### config.mk
export PLATFORM = sky130hd
export DESIGN_NAME = hpp_host_port
export DESIGN_NICKNAME = d
export VERILOG_FILES = /design/src/hpp_pkg.sv /design/src/hpp_host_port.sv
export SDC_FILE = /design/constraint.sdc
export NUM_CORES = 1
export LEC_CHECK = 0
export ABC_AREA = 1
export BUFFER_PORTS_ARGS = -buffer_cell sky130_fd_sc_hd__buf_2
export CORE_MARGIN = 1.5
export CORE_UTILIZATION = 35
export CTS_CLUSTER_SIZE = 10
export DETAILED_ROUTE_END_ITERATION = 10
export HOLD_SLACK_MARGIN = 0.15
export SETUP_SLACK_MARGIN = 0.2
export SLEW_MARGIN = 20
export SYNTH_ARGS = -nofsm -noshare
export SYNTH_HDL_FRONTEND = slang
export SYNTH_SLANG_ARGS = --single-unit
export TNS_END_PERCENT = 100
### constraint.sdc
create_clock -name mclk_in -period 4.9 [get_ports mclk_in]
set_input_delay 0.735 -clock mclk_in [delete_from_list [all_inputs] [get_ports mclk_in]]
set_output_delay 0.735 -clock mclk_in [all_outputs]
set_load 0.02 [all_outputs]
### src/hpp_pkg.sv
// shared constants for the parallel host port
package hpp_pkg;
   localparam int DATA_W = 8;                   // parallel data lanes, bit 0 lsb
   localparam int ADDR_W = 5;                   // register address lanes, bit 0 lsb
   localparam int DAC_W = 10;                   // current dac code width
   localparam int BL_N = 8;                     // fixed-threshold bi-level channels
   localparam int REG_DEPTH = 17;               // implemented byte registers
   localparam int SYNC_W = ADDR_W + DATA_W + 6; // pins passing the synchroniser
   localparam logic [DATA_W-1:0] RST_DATA = 8'h00;
   localparam logic [DAC_W-1:0] RST_DAC = 10'h000;
   localparam logic [BL_N-1:0] RST_BL = 8'h00;
   localparam logic RST_ACK_N = 1'b1;           // acknowledge idle high
   localparam logic RST_OE_N = 1'b1;            // pins released
   // synchroniser idle image: strobes and selects high, lanes low, so no false select after reset
   localparam logic [SYNC_W-1:0] RST_PINS = 19'h76000;
   // bus ownership, one-hot
   typedef enum logic [2:0] {
      HPP_OWN_PAR = 3'b001,
      HPP_OWN_SPA = 3'b010,
      HPP_OWN_SPB = 3'b100
   } hpp_own_e;
endpackage : hpp_pkg

### src/hpp_host_port.sv
`timescale 1ns/100ps
// Summary of operation
// RULE_01: eight-bit two-way data bus, bit0 lsb
// RULE_02: even parity over address and data
// RULE_03: parity error drives acknowledge high
// RULE_04: low reset forces all state default
// RULE_05: each bi-level output follows its input
// RULE_06: dac sets current source magnitude when selected
// RULE_07: filter output can be put high-impedance
// RULE_08: five address bits select the register
// RULE_09: port active only with both selects high
// RULE_10: first asserted serial select keeps control
// RULE_11: good parity acknowledges; bad write discarded
module hpp_host_port #(
   parameter int DEPTH = hpp_pkg::REG_DEPTH
) (
   input wire logic mclk_in,
   input wire logic rst_n_in,
   input wire logic ce_n_in,                                  // chip select, active low
   input wire logic rd_en_n_in,                               // read enable, active low
   input wire logic wr_en_n_in,                               // write enable, active low
   input wire logic [hpp_pkg::ADDR_W-1:0] host_address_in,
   input wire logic [hpp_pkg::DATA_W-1:0] data_in,
   output logic [hpp_pkg::DATA_W-1:0] data_out,
   output logic data_oe_n_out,                                // low while device drives data
   input wire logic transfer_parity_bit_in,
   output logic transfer_parity_bit_out,
   output logic transfer_parity_bit_oe_n_out,
   output logic ack_n_out,                                    // transfer acknowledge, active low
   input wire logic spi_sel_a_n_in,
   input wire logic spi_sel_b_n_in,
   input wire logic serial_parity_err_in,                     // pulse from serial channels
   output logic spi_a_grant_out,
   output logic spi_b_grant_out,
   input wire logic [hpp_pkg::BL_N-1:0] bilevel_detect_in,
   output logic [hpp_pkg::BL_N-1:0] bilevel_detect_out,
   input wire logic use_dac_in,                               // steer current source from dac
   input wire logic [hpp_pkg::DAC_W-1:0] dac_code_in,
   output logic [hpp_pkg::DAC_W-1:0] dac_drive_out,           // code to complementary dac outputs
   output logic dac_drive_en_out,
   output logic [hpp_pkg::DAC_W-1:0] isrc_mag_out,            // current source magnitude
   input wire logic filter_hiz_in,
   output logic filter_hiz_out,
   output logic wr_strobe_out,                                // one-cycle register write pulse
   output logic [hpp_pkg::ADDR_W-1:0] wr_addr_out,
   output logic [hpp_pkg::DATA_W-1:0] wr_data_out
);
   localparam int SW = hpp_pkg::SYNC_W;

   // synchroniser stages, stage one only feeds stage two
   logic [SW-1:0] pin_s1_q, pin_s2_q;
   logic [hpp_pkg::BL_N-1:0] bl_s1_q, bl_s2_q;
   logic ce_n_s, rd_n_s, wr_n_s, par_s, sa_n_s, sb_n_s;
   logic [hpp_pkg::ADDR_W-1:0] addr_s;
   logic [hpp_pkg::DATA_W-1:0] dat_s;

   hpp_pkg::hpp_own_e own_q, own_d;                // bus ownership
   logic port_act;                                 // parallel port usable
   logic wr_act, rd_act, wr_act_q;                 // strobe levels and history
   logic wr_take, par_ok, wr_fire;
   logic [hpp_pkg::DATA_W-1:0] regs_q [DEPTH];     // register storage
   logic [hpp_pkg::DATA_W-1:0] rd_val;
   logic [hpp_pkg::ADDR_W-1:0] rd_addr_q;          // address of last read driven

   // two flops on every host port and serial select pin before use
   always_ff @(posedge mclk_in) begin
      if (!rst_n_in) begin
         pin_s1_q <= hpp_pkg::RST_PINS; // idle levels, avoids a false select edge
         pin_s2_q <= hpp_pkg::RST_PINS;
      end else begin
         pin_s1_q <= {ce_n_in, rd_en_n_in, wr_en_n_in, transfer_parity_bit_in, spi_sel_a_n_in,
                      spi_sel_b_n_in, host_address_in, data_in};
         pin_s2_q <= pin_s1_q;
      end
   end

   assign {ce_n_s, rd_n_s, wr_n_s, par_s, sa_n_s, sb_n_s, addr_s, dat_s} = pin_s2_q;

   // ownership next state, first select asserted keeps it
   always_comb begin
      own_d = own_q;
      unique case (own_q)
         hpp_pkg::HPP_OWN_PAR: begin
            // a wins a same-cycle tie
            if (!sa_n_s) begin
               own_d = hpp_pkg::HPP_OWN_SPA; // see RULE_10
            end else if (!sb_n_s) begin
               own_d = hpp_pkg::HPP_OWN_SPB; // see RULE_10
            end
         end
         hpp_pkg::HPP_OWN_SPA: begin
            if (sa_n_s) begin
               own_d = sb_n_s ? hpp_pkg::HPP_OWN_PAR : hpp_pkg::HPP_OWN_SPB; // see RULE_10
            end
         end
         hpp_pkg::HPP_OWN_SPB: begin
            if (sb_n_s) begin
               own_d = sa_n_s ? hpp_pkg::HPP_OWN_PAR : hpp_pkg::HPP_OWN_SPA; // see RULE_10
            end
         end
         default: begin
            own_d = hpp_pkg::HPP_OWN_PAR; // illegal code recovers
         end
      endcase
   end

   // ownership register and grants
   always_ff @(posedge mclk_in) begin
      if (!rst_n_in) begin
         own_q <= hpp_pkg::HPP_OWN_PAR; // see RULE_04
         spi_a_grant_out <= 1'b0;
         spi_b_grant_out <= 1'b0;
      end else begin
         own_q <= own_d;
         spi_a_grant_out <= (own_d == hpp_pkg::HPP_OWN_SPA);
         spi_b_grant_out <= (own_d == hpp_pkg::HPP_OWN_SPB);
      end
   end

   // both selects high and nobody holding the bus
   assign port_act = sa_n_s && sb_n_s && (own_q == hpp_pkg::HPP_OWN_PAR); // see RULE_09
   assign wr_act = port_act && !ce_n_s && !wr_n_s;
   assign rd_act = port_act && !ce_n_s && !rd_n_s && wr_n_s; // write wins over read
   assign wr_take = wr_act && !wr_act_q;
   // even parity: address, data and parity bit sum to zero
   assign par_ok = ~^{addr_s, dat_s, par_s}; // see RULE_02
   // addresses beyond the implemented depth are dropped
   assign wr_fire = wr_take && par_ok && (32'(addr_s) < DEPTH); // see RULE_11
   assign rd_val = (32'(addr_s) < DEPTH) ? regs_q[addr_s] : hpp_pkg::RST_DATA; // see RULE_08

   // strobe edge history
   always_ff @(posedge mclk_in) begin
      if (!rst_n_in) begin
         wr_act_q <= 1'b0;
      end else begin
         wr_act_q <= wr_act;
      end
   end

   // register storage, one entry per implemented address
   genvar gi;
   generate
      for (gi = 0; gi < DEPTH; gi++) begin : g_reg
         always_ff @(posedge mclk_in) begin
            if (!rst_n_in) begin
               regs_q[gi] <= hpp_pkg::RST_DATA; // see RULE_04
            end else if (wr_fire && (32'(addr_s) == gi)) begin
               regs_q[gi] <= dat_s; // see RULE_08
            end
         end
      end
   endgenerate

   // write notice to the rest of the device
   always_ff @(posedge mclk_in) begin
      if (!rst_n_in) begin
         wr_strobe_out <= 1'b0;
         wr_addr_out <= '0;
         wr_data_out <= hpp_pkg::RST_DATA;
      end else begin
         wr_strobe_out <= wr_fire;
         if (wr_fire) begin
            wr_addr_out <= addr_s;
            wr_data_out <= dat_s;
         end
      end
   end

   // read drive: data and parity together, released when strobe drops
   always_ff @(posedge mclk_in) begin
      if (!rst_n_in) begin
         data_out <= hpp_pkg::RST_DATA;
         data_oe_n_out <= hpp_pkg::RST_OE_N;
         transfer_parity_bit_out <= 1'b0;
         transfer_parity_bit_oe_n_out <= hpp_pkg::RST_OE_N;
         rd_addr_q <= '0;
      end else begin
         data_oe_n_out <= !rd_act; // see RULE_01
         transfer_parity_bit_oe_n_out <= !rd_act;
         if (rd_act) begin
            data_out <= rd_val; // see RULE_01
            transfer_parity_bit_out <= ^{addr_s, rd_val}; // see RULE_02
            rd_addr_q <= addr_s;
         end
      end
   end

   // acknowledge: low on good transfer, high on any parity error
   always_ff @(posedge mclk_in) begin
      if (!rst_n_in) begin
         ack_n_out <= hpp_pkg::RST_ACK_N;
      end else if (serial_parity_err_in || (wr_take && !par_ok)) begin
         ack_n_out <= 1'b1; // see RULE_03
      end else if (wr_take || rd_act) begin
         ack_n_out <= 1'b0; // see RULE_11
      end else if (!wr_act && !rd_act) begin
         ack_n_out <= hpp_pkg::RST_ACK_N; // idle between transfers
      end
   end

   // bi-level results, resynchronised then registered per channel
   always_ff @(posedge mclk_in) begin
      if (!rst_n_in) begin
         bl_s1_q <= hpp_pkg::RST_BL;
         bl_s2_q <= hpp_pkg::RST_BL;
         bilevel_detect_out <= hpp_pkg::RST_BL;
      end else begin
         bl_s1_q <= bilevel_detect_in;
         bl_s2_q <= bl_s1_q;
         bilevel_detect_out <= bl_s2_q; // see RULE_05
      end
   end

   // analog-side controls: dac steering and filter release
   always_ff @(posedge mclk_in) begin
      if (!rst_n_in) begin
         dac_drive_out <= hpp_pkg::RST_DAC;
         dac_drive_en_out <= 1'b0;
         isrc_mag_out <= hpp_pkg::RST_DAC;
         filter_hiz_out <= 1'b0;
      end else begin
         // dac either drives its own outputs or sets the source, never both
         dac_drive_en_out <= !use_dac_in;
         dac_drive_out <= use_dac_in ? hpp_pkg::RST_DAC : dac_code_in;
         isrc_mag_out <= use_dac_in ? dac_code_in : hpp_pkg::RST_DAC; // see RULE_06
         filter_hiz_out <= filter_hiz_in; // see RULE_07
      end
   end
endmodule : hpp_host_port

==> summary.txt, run 1 <==
STA
  • Tightest Pin Transition: 0.976 ns
  • RSZ-0062 raised after global routing: false
  • Final worst-path cycle share: 71.3%
  • Max Clk Rate: 286 MHz
  • Worst Skew: 0.0185 ns
  • Setup Total Neg Slack: 0 ns
  • Final WS setup: 1.40 ns
  • Final setup vio count: 0
  • Final count of pins violating max slew: 0
  • Final hold vios: 0
  • Final min period: 3.50 ns
  • Worst slew margin: 34.9%

CTS
  • Clock Latency Late Sink: 0.55 ns
  • Worst-path clk slew: 0.06 ns
  • TritonCTS Buffers: 29
  • Root Buffer: clkbuf_16
  • Cts hold-fix bufs: 0
  • Clock Sinks: 251
  • CTS tree: built
  • Max H-tree Level: 1
  • CTS resizes: 0
  • Max clock buf depth: 3
  • Post-CTS Setup Bufs: 0

Outcome
  • Outcome: completed

Worst setup path
  • Endpoint class of the critical path: flop
  • Critical-path top delay cell: dfxtp_1
  • Critical path class: flop to flop
  • Largest stage delay, worst path: 0.77 ns
  • Crit path max fanout: 20
  • Critical Path Start Type: flop
  • Critical Path RT: 5.15 ns
  • Worst Path Arrival: 3.75 ns
  • Crit-path cells: clkinv_1 > buf_4 > ha_1 > xor2_1 > xnor2_1 > xor2_1 > nand3_2 > nor2_4 > inv_1 > o31ai_1 > buf_4

Final layout
  • Layout cells sized above 1: 13.4%
  • Antenna fix cells: 0
  • Area of the multi-input gates: 3070 um2
  • Design Area, Final: 11,900 um2
  • Nets@finish: 1,278
  • # fillers: 2,900
  • Layout Utilization: 41.5%
  • Area grow syn2layout: 16.8%
  • FF/Latch Area: 6390 um2

Power
  • Clk pwr share: 42.0%
  • Combinational Power Share: 7.2%
  • Int Pwr: 3.50 mW
  • LEAKAGE: 5.31 nW
  • Switching pwr: 1.05 mW
  • PwrDens: 382 nW/um2
  • Worst VDD drop: 267 uV
  • Sequential share of power: 50.8%
  • Switch share: 23.0%
  • Total chip power: 4.55 mW

Detailed routing
  • Pre-antenna DRT Iters: 5
  • DRC: 0
  • Vias post-DR: 7,663
  • WL per Instance: 15.3 um
  • Post-Route WL: 24,800 um
  • DRT iter0 DRCs: 679
  • Via/cell ratio: 4.71
  • Routed Antenna Nets: 0

Die
  • Core area: 28,700 um2
  • Chip width: 174 um
  • Row cnt: 62
  • Area of the die: 30,200 um2
  • I/O pin cnt: 100
  • Initial Utilization: 35.5%
  • Die Height: 174 um

Synthesis
  • Syn nets: 1,185
  • Cell area after synthesis: 10,200 um2
  • Post-Syn Instances: 1,132
  • Seq cells post-synth: 251
  • Ys Warns: 0
  • Syn avg cell area: 9.01 um2
  • Post-synthesis cell type count: 27
  • Sequential fraction of the synthesis area: 62.6%

Placed design
  • Routability cong.: 0.885
  • I/O Buffers: 99
  • DP Wirelength: 15,900 um
  • DP Worst Slack: 1.39 ns
  • Placed cell areas: 11,100 um2

GRT
  • First-pass GRT wire length: 39,400 um
  • Grt total ovfl: 0
  • GRT Total Usage: 16.5%
  • Initial antenna violation count: 0
  • Largest net degree at the start of global routing: 97
  • Vias in the first global route: 7,372

Flow run
  • Number of max-cap violations: 0

Hold path
  • Worst hold path class: input port to flop
## synth_stat cells
library cell / n / area [um2]
nand3_1: 91 / 455
buf_4: 1 / 7.51
nand3_2: 1 / 10.0
nand2_1: 228 / 856
ha_1: 11 / 138
nor2_4: 3 / 33.8
edfxtp_1: 136 / 4080
buf_2: 3 / 15.0
o221ai_1: 1 / 8.76
or2_2: 11 / 68.8
inv_2: 1 / 3.75
o31ai_1: 1 / 7.51
nor3_1: 7 / 35.0
a21oi_1: 25 / 125
inv_1: 131 / 492
clkinv_1: 13 / 48.8
xor2_1: 4 / 35.0
nor2_1: 228 / 856
nand4_2: 1 / 12.5
o21ai_1: 1 / 5.00
clkbuf_1: 36 / 135
buf_1: 11 / 41.3
dfxtp_1: 115 / 2300
xnor2_1: 9 / 78.8
o21ai_0: 51 / 255
nor2_2: 2 / 12.5
o211ai_1: 10 / 75.1
## power by group through the flow
stage	sequential, mW	clock, mW	combinational (mW)
2_1_floorplan	2.36	0	0.207
3_3_place_gp	2.36	0	0.321
3_5_place_dp	2.36	0	0.326
4_1_cts	2.31	1.95	0.327
5_1_grt	2.32	2.04	0.366
6_report	2.31	1.91	0.326
## placed cells by master (no fill, tap or decap), drive strengths merged
cell / synthesis / routed
buf: 15 / 113
o21ai: 52 / 52
xnor2: 9 / 9
clkinv: 13 / 14
nand4: 1 / 1
o31ai: 1 / 1
o221ai: 1 / 1
nor2: 233 / 233
nand3: 92 / 92
nor3: 7 / 7
clkbuf: 36 / 47
inv: 132 / 133
ha: 11 / 11
or2: 11 / 11
nand2: 228 / 228
a21oi: 25 / 25
dfxtp: 115 / 115
o211ai: 10 / 10
xor2: 4 / 4
edfxtp: 136 / 136
## final cells by class
| class | instances | area share, % |
|---|---|---|
| multi-input cells | 685 | 25.8 |
| clock buffers | 47 | 6.83 |
| flip-flops and latches | 251 | 53.6 |
| inverters | 145 | 4.57 |
| clock inverters | 2 | 0.116 |
| well taps | 384 | 4.03 |
| repair buffers | 113 | 5.06 |
## critical path: cells and delay by family (launching register included)
kind / cells / cell delay (ns)
flops: 1 / 0.77
compound gates: 1 / 0.25
buf+inv: 4 / 0.72
simple gates: 2 / 0.54
xor+xnor: 3 / 0.61
fa+ha+maj: 1 / 0.32
## flip-flops by register name, summed over array words and instances, names as in the netlist, 3 cells and up
name / count
regs_q: 136
pin_s1_q: 19
pin_s2_q: 19
dac_drive_out: 10
isrc_mag_out: 10
bilevel_detect_out: 8
bl_s1_q: 8
bl_s2_q: 8
data_out: 8
wr_data_out: 8
wr_addr_out: 5
own_q: 3
## routing by layer
metal	part of all wire (%)	wire (um)	vias to the layer above	global-route usage, %
met1	44	11000	3570	22.0
met2	46	11300	257	26.7
met3	6.8	1700	65	2.89
met5	0	0	-	0
met4	3.4	835	0	6.61
li1	-	-	3771	-
## stage by stage
stage	hold WS, ns	std cells
2_1_floorplan	0.390	1132
3_3_place_gp	0.391	1578
3_5_place_dp	0.396	1578
4_1_cts	0.354	1627
5_1_grt	0.361	1627
6_report	0.372	1627
## cell families after synthesis
| group | after synthesis | synth area share [%] |
|---|---|---|
| AND/OR/NAND/NOR | 572 | 22.9 |
| buffers and inverters | 196 | 7.29 |
| adder cells (fa/ha/maj) | 11 | 1.35 |
| AO/OA/AOI/OAI | 89 | 4.67 |
| XOR/XNOR | 13 | 1.12 |
| flip-flops | 251 | 62.6 |
## final timing paths
kind,start,to,slack [ns],cells past startpoint
worst max-delay path,pin_s2_q[11],regs_q[16][6],1.40,11
worst min-delay path,ce_n_in,pin_s1_q[18],0.37,2
worst max register to register,pin_s2_q[11],regs_q[16][6],1.40,11
worst min register to register,bl_s1_q[4],bl_s2_q[4],0.40,2
No activity file was read; power rests on OpenSTA's default activity.
==> run 2: changes to the inputs <==
- clock period: 4.9 -> 3.6 ns (I/O delays scaled with it)
==> summary.txt, run 2 (synthesis results as in run 1) <==
Worst setup path
  • RR Startpoint: pin_s2_q[10]
  • Cell repeated most along the worst path: xor2_1
  • FF-to-FF path depth: 9 (-2)
  • Critical path's top delay family: compound AO/OA/AOI/OAI gates
  • Worst Setup EP: regs_q[16][2]
  • Worst Path Arrival: 3.28 ns (-0.47 ns)
  • Start point of the critical path: pin_s2_q[10]
  • Crit-path cells: inv_2 > ha_1 > xor2_1 > xnor2_1 > xor2_1 > nand3_2 > nor2_4 > inv_1 > o31ai_2
  • Largest stage delay, worst path: 0.60 ns (-0.17 ns)
  • Crit path buffers/inverters: 2 (-2)
  • Crit path max fanout: 11 (-45%)
  • Endpoint class of the critical path: flop
  • Critical path class: flop to flop
  • Critical Path Stages: 9 (-2)
  • Reg2reg end: regs_q[16][2]
  • R2R Setup Slk: 0.49 ns (-0.91 ns)
  • Critical Path Start Type: flop
  • Critical Path RT: 3.77 ns (-1.38 ns)
  • Critical-path top delay cell: o31ai_2

Detailed routing
  • Met2 Wirelength: 11,400 um (+1.0%)
  • DRC: 0 (unchanged)
  • Met3 WL post-DR: 1630 um (-4.1%)
  • Pre-antenna DRT Iters: 5 (unchanged)
  • WL per Instance: 15.1 um (-1.3%)
  • Vias post-DR: 7,583 (-1.0%)
  • Top routing layer in use: met4
  • Routed Antenna Nets: 0 (unchanged)
  • Post-Route WL: 24,500 um (-1.2%)
  • DRT iter0 DRCs: 519 (-24%)
  • Met1 WL: 11,000 um (-0.20%)
  • Via/cell ratio: 4.66 (-1.2%)

STA
  • Final WS setup: 0.491 ns (-0.913 ns)
  • Max Clk Rate: 322 MHz (+12%)
  • Final worst-path cycle share: 86.4% (+15 points)
  • Final min period: 3.11 ns (-0.387 ns)
  • Worst slew margin: 35.9% (+1.0 points)
  • Final hold vios: 0 (unchanged)
  • Final count of pins violating max slew: 0 (unchanged)
  • Worst Skew: 0.00963 ns (-0.00882 ns)
  • Final setup vio count: 0 (unchanged)
  • Setup Total Neg Slack: 0 ns (unchanged)
  • Tightest Pin Transition: 0.955 ns (-0.0212 ns)
  • RSZ-0062 raised after global routing: false

Power
  • PwrDens: 523 nW/um2 (+37%)
  • Worst VDD drop: 439 uV (+65%)
  • LEAKAGE: 5.32 nW (+0.22%)
  • Total chip power: 6.24 mW (+37%)

CTS
  • CTS resizes: 0 (unchanged)
  • Clock Sinks: 251 (unchanged)
  • Post-CTS Setup Bufs: 0 (unchanged)
  • Cts hold-fix bufs: 0 (unchanged)
  • Max H-tree Level: 1 (unchanged)
  • Clock Latency Late Sink: 0.55 ns (about the same)
  • Root Buffer: clkbuf_16
  • Worst-path clk slew: 0.06 ns (about the same)
  • Max clock buf depth: 3 (unchanged)
  • CTS tree: built
  • TritonCTS Buffers: 29 (unchanged)

Final layout
  • Antenna fix cells: 0 (unchanged)
  • Layout Utilization: 41.6% (+0.087 points)
  • Biggest register: regs_q
  • Design Area, Final: 11,900 um2 (+0.21%)
  • Top Registers: regs_q x136, pin_s1_q x19, pin_s2_q x19
  • Nets@finish: 1,279 (+0.078%)
  • Commonest non-fill, non-tap cell in the layout: nand2_1
  • Commonest cells after routing, fill and taps aside: nand2_1, nor2_1, edfxtp_1
  • Area grow syn2layout: 17.1%
  • Max reg flops: 136 (unchanged)
  • Layout cells sized above 1: 13.6% (+0.14 points)

GRT
  • Vias in the first global route: 7,354 (-0.24%)
  • GRT Total Usage: 16.3% (-0.22 points)
  • Grt total ovfl: 0 (unchanged)
  • First-pass GRT wire length: 39,100 um (-0.54%)
  • Initial antenna violation count: 0 (unchanged)
  • Largest net degree at the start of global routing: 65 (-33%)

Placed design
  • I/O Buffers: 99 (unchanged)
  • Placed cell areas: 11,100 um2 (+0.11%)
  • DP Wirelength: 15,800 um (-0.83%)
  • Routability cong.: 0.807 (-8.8%)
  • DP Worst Slack: 0.490 ns (-0.905 ns)

Die
  • Chip width: 174 um (unchanged)
  • Core area: 28,700 um2 (unchanged)
  • I/O pin cnt: 100 (unchanged)
  • Initial Utilization: 35.5% (unchanged)
  • Die Height: 174 um (unchanged)
  • Row cnt: 62 (unchanged)
  • Area of the die: 30,200 um2 (unchanged)

Flow run
  • Number of max-cap violations: 0 (unchanged)

Outcome
  • Outcome: completed

Hold path
  • Worst hold path class: input port to flop
  • Worst hold path stage count: 3 (+1)
[run 2: changes by cell type in the layout (fill, tap and decap cells not counted), sizes merged]
cell    change
clkbuf      +2
buf         +1
clkinv      -1
[run 2: layout make-up]
class | count | area [um2]
Sequential cell | 251 | 6390
Clock buffer | 49 | 831
Inverter | 145 | 544
Timing Repair Buffer | 114 | 611
Multi-Input combinational cell | 685 | 3080
Tap cell | 384 | 480
Fill cell | 2868 | 16800
Clock inverter | 1 | 8.76
[run 2: worst min-delay path by stage]
stage	endpoint	slack (ns)	from
2_1_floorplan	bilevel_detect_out[0]	0.39	bl_s2_q[0]
3_3_place_gp	bl_s2_q[0]	0.39	bl_s1_q[0]
3_5_place_dp	pin_s2_q[0]	0.40	pin_s1_q[0]
4_1_cts	bl_s1_q[5]	0.16	bilevel_detect_in[5]
5_1_grt	bl_s1_q[5]	0.16	bilevel_detect_in[5]
6_report	bl_s1_q[6]	0.17	bilevel_detect_in[6]
[run 2: worst min-delay path, cell delays in order]
cell     delay [ns]
buf_2          0.07
nand2_1        0.04
inv_1          0.04
[run 2: metal layers]
metal / GRT usage, % / up-vias
li1: - / 3770
met1: 22.0 / 3544
met2: 27.0 / 231
met3: 2.81 / 38
met4: 4.71 / 0
met5: 0 / -
[run 2: through the flow]
stage / cells / hold WS (ns)
floorplan: 1132 / 0.390
global placement: 1579 / 0.392
detailed placement: 1579 / 0.397
CTS: 1629 / 0.157
global route: 1629 / 0.164
finish: 1629 / 0.174
[run 2: report_power, final]
group | total [mW] | switching (mW) | internal [mW]
clock | 2.64 | 1.10 | 1.55
combinational | 0.458 | 0.315 | 0.142
sequential | 3.14 | 0.0339 | 3.11
==> run 3: changes to the inputs <==
- CELL_PAD_IN_SITES_DETAIL_PLACEMENT: default -> 1
- CELL_PAD_IN_SITES_GLOBAL_PLACEMENT: default -> 2
- PLACE_DENSITY_LB_ADDON: default -> 0.1
- TNS_END_PERCENT: 100 -> default
==> summary.txt, run 3 (synthesis results as in run 1) <==
Outcome
  • Outcome: completed

Worst setup path
  • R2R Setup Slk: 0.51 ns (+0.02 ns)
  • Critical Path RT: 3.77 ns (about the same)
  • RR Startpoint: pin_s2_q[10]
  • Crit path max fanout: 12 (+1)
  • Largest stage delay, worst path: 0.65 ns (+0.05 ns)
  • FF-to-FF path depth: 9 (unchanged)
  • Endpoint class of the critical path: flop
  • Crit-path cells: inv_2 > ha_1 > xor2_1 > xnor2_1 > xor2_1 > nand3_2 > nor2_4 > inv_1 > o31ai_2
  • Critical path class: flop to flop
  • Critical Path Start Type: flop
  • Reg2reg end: regs_q[16][0]
  • Critical-path top delay cell: o31ai_2
  • Worst Path Arrival: 3.26 ns (-0.02 ns)
  • Cell repeated most along the worst path: xor2_1

Detailed routing
  • DRT iter0 DRCs: 425 (-18%)
  • Via/cell ratio: 4.71 (+1.2%)
  • Met2 Wirelength: 13,800 um (+21%)
  • Met3 WL post-DR: 1360 um (-16%)
  • WL per Instance: 17.8 um (+18%)
  • Met1 WL: 13,200 um (+20%)
  • Routed Antenna Nets: 0 (unchanged)
  • Post-Route WL: 29,000 um (+18%)
  • Top routing layer in use: met4
  • Pre-antenna DRT Iters: 5 (unchanged)
  • DRC: 0 (unchanged)
  • Vias post-DR: 7,675 (+1.2%)

GRT
  • Vias in the first global route: 7,839 (+6.6%)
  • First-pass GRT wire length: 44,600 um (+14%)
  • GRT Total Usage: 19.3% (+3.0 points)
  • Initial antenna violation count: 0 (unchanged)
  • Grt total ovfl: 0 (unchanged)
  • Largest net degree at the start of global routing: 77 (+18%)

Final layout
  • Top Registers: regs_q x136, pin_s1_q x19, pin_s2_q x19
  • Design Area, Final: 11,900 um2 (about the same)
  • Commonest non-fill, non-tap cell in the layout: nand2_1
  • FF/Latch Area: 6390 um2 (unchanged)
  • Biggest register: regs_q
  • Max reg flops: 136 (unchanged)
  • Antenna fix cells: 0 (unchanged)
  • Nets@finish: 1,280 (+0.078%)
  • Commonest cells after routing, fill and taps aside: nand2_1, nor2_1, edfxtp_1
  • Area of the multi-input gates: 3080 um2 (unchanged)
  • Layout cells sized above 1: 13.6% (about the same)
  • # fillers: 3,434 (+20%)
  • Layout Utilization: 41.6% (about the same)
  • Area grow syn2layout: 17.0% (about the same)

Die
  • Chip width: 174 um (unchanged)
  • Row cnt: 62 (unchanged)
  • Core area: 28,700 um2 (unchanged)
  • Area of the die: 30,200 um2 (unchanged)
  • I/O pin cnt: 100 (unchanged)
  • Initial Utilization: 35.5% (unchanged)
  • Die Height: 174 um (unchanged)

Hold path
  • Hold Crit Endpoint: bl_s1_q[4]
  • Worst hold path stage count: 3 (unchanged)
  • Hold path startpoint: bilevel_detect_in[4]
  • Worst hold path class: input port to flop

STA
  • Final count of pins violating max slew: 0 (unchanged)
  • Final setup vio count: 0 (unchanged)
  • Final worst-path cycle share: 85.7% (-0.62 points)
  • Worst slew margin: 30.6% (-5.3 points)
  • Final min period: 3.09 ns (-0.0223 ns)
  • Setup Total Neg Slack: 0 ns (unchanged)
  • Hold slack: 0.180 ns (+0.00573 ns)
  • Worst Skew: 0.00854 ns (-0.00109 ns)
  • Max Clk Rate: 324 MHz (+0.72%)
  • RSZ-0062 raised after global routing: false
  • Final hold vios: 0 (unchanged)
  • Tightest Pin Transition: 1.03 ns (+0.0788 ns)

CTS
  • Post-CTS Setup Bufs: 0 (unchanged)
  • Clock Latency Late Sink: 0.54 ns (about the same)
  • Root Buffer: clkbuf_16
  • CTS resizes: 0 (unchanged)
  • TritonCTS Buffers: 29 (unchanged)
  • Clock Sinks: 251 (unchanged)
  • Max H-tree Level: 1 (unchanged)
  • Worst-path clk slew: 0.06 ns (about the same)
  • CTS tree: built
  • Max clock buf depth: 3 (unchanged)
  • Cts hold-fix bufs: 0 (unchanged)

Placed design
  • DP Wirelength: 18,700 um (+18%)
  • Placed cell areas: 11,100 um2 (about the same)
  • I/O Buffers: 99 (unchanged)
  • Routability cong.: 0.761 (-5.7%)

Power
  • Worst VDD drop: 266 uV (-39%)
  • LEAKAGE: 5.32 nW (about the same)
  • PwrDens: 522 nW/um2 (-0.23%)

Flow run
  • Number of max-cap violations: 0 (unchanged)
[run 3: cell count changes in the layout (fill, tap and decap cells not counted), sizes merged]
cell    change
buf         +1
clkbuf      -1
clkinv      +1
[run 3: how the worst max path moves through the flow]
stage	startpoint	endpoint	slack, ns	cells after the start
after floorplan	pin_s2_q[11]	regs_q[8][0]	0.10	11
after global placement	pin_s2_q[10]	regs_q[16][5]	0.56	9
after detailed placement	pin_s2_q[10]	regs_q[16][5]	0.48	9
after CTS	pin_s2_q[10]	regs_q[16][1]	0.45	9
after global routing	pin_s2_q[10]	regs_q[16][1]	0.25	9
final	pin_s2_q[10]	regs_q[16][0]	0.51	9
[run 3: power breakdown]
part | internal [mW] | switching, mW | leakage [nW]
clock | 1.51 | 1.10 | 0.394
sequential | 3.11 | 0.0295 | 2.34
combinational | 0.137 | 0.338 | 2.58
[run 3: per-layer routing]
layer | global-route usage, % | up-vias
met4 | 4.78 | 0
met3 | 3.42 | 47
met1 | 25.3 | 3693
met5 | 0 | -
met2 | 32.9 | 157
li1 | - | 3778
[run 3: stage by stage]
stage	total power [mW]	instances	setup WS [ns]
CTS	6.32	1630	0.448
floorplan	3.50	1132	0.103
detailed placement	3.68	1580	0.485
global placement	3.67	1580	0.560
global route	6.47	1630	0.246
finish	6.22	1630	0.514
[run 3: layout make-up]
type / count / area share, %
Sequential cell: 251 / 53.6
Inverter: 145 / 4.56
Clock buffer: 48 / 6.77
Timing Repair Buffer: 115 / 5.18
Multi-Input combinational cell: 685 / 25.8
Tap cell: 384 / 4.03
Clock inverter: 2 / 0.115
[run 3: critical path: cells and delay by family (launching register included)]
family / cells / cell delay [ns]
buffers and inverters: 2 / 0.30
xor gates and xnor gates: 3 / 0.62
AOI/OAI and AO/OA: 1 / 0.65
adders and majority gates: 1 / 0.28
and+or+nand+nor: 2 / 0.53
DFF: 1 / 0.31
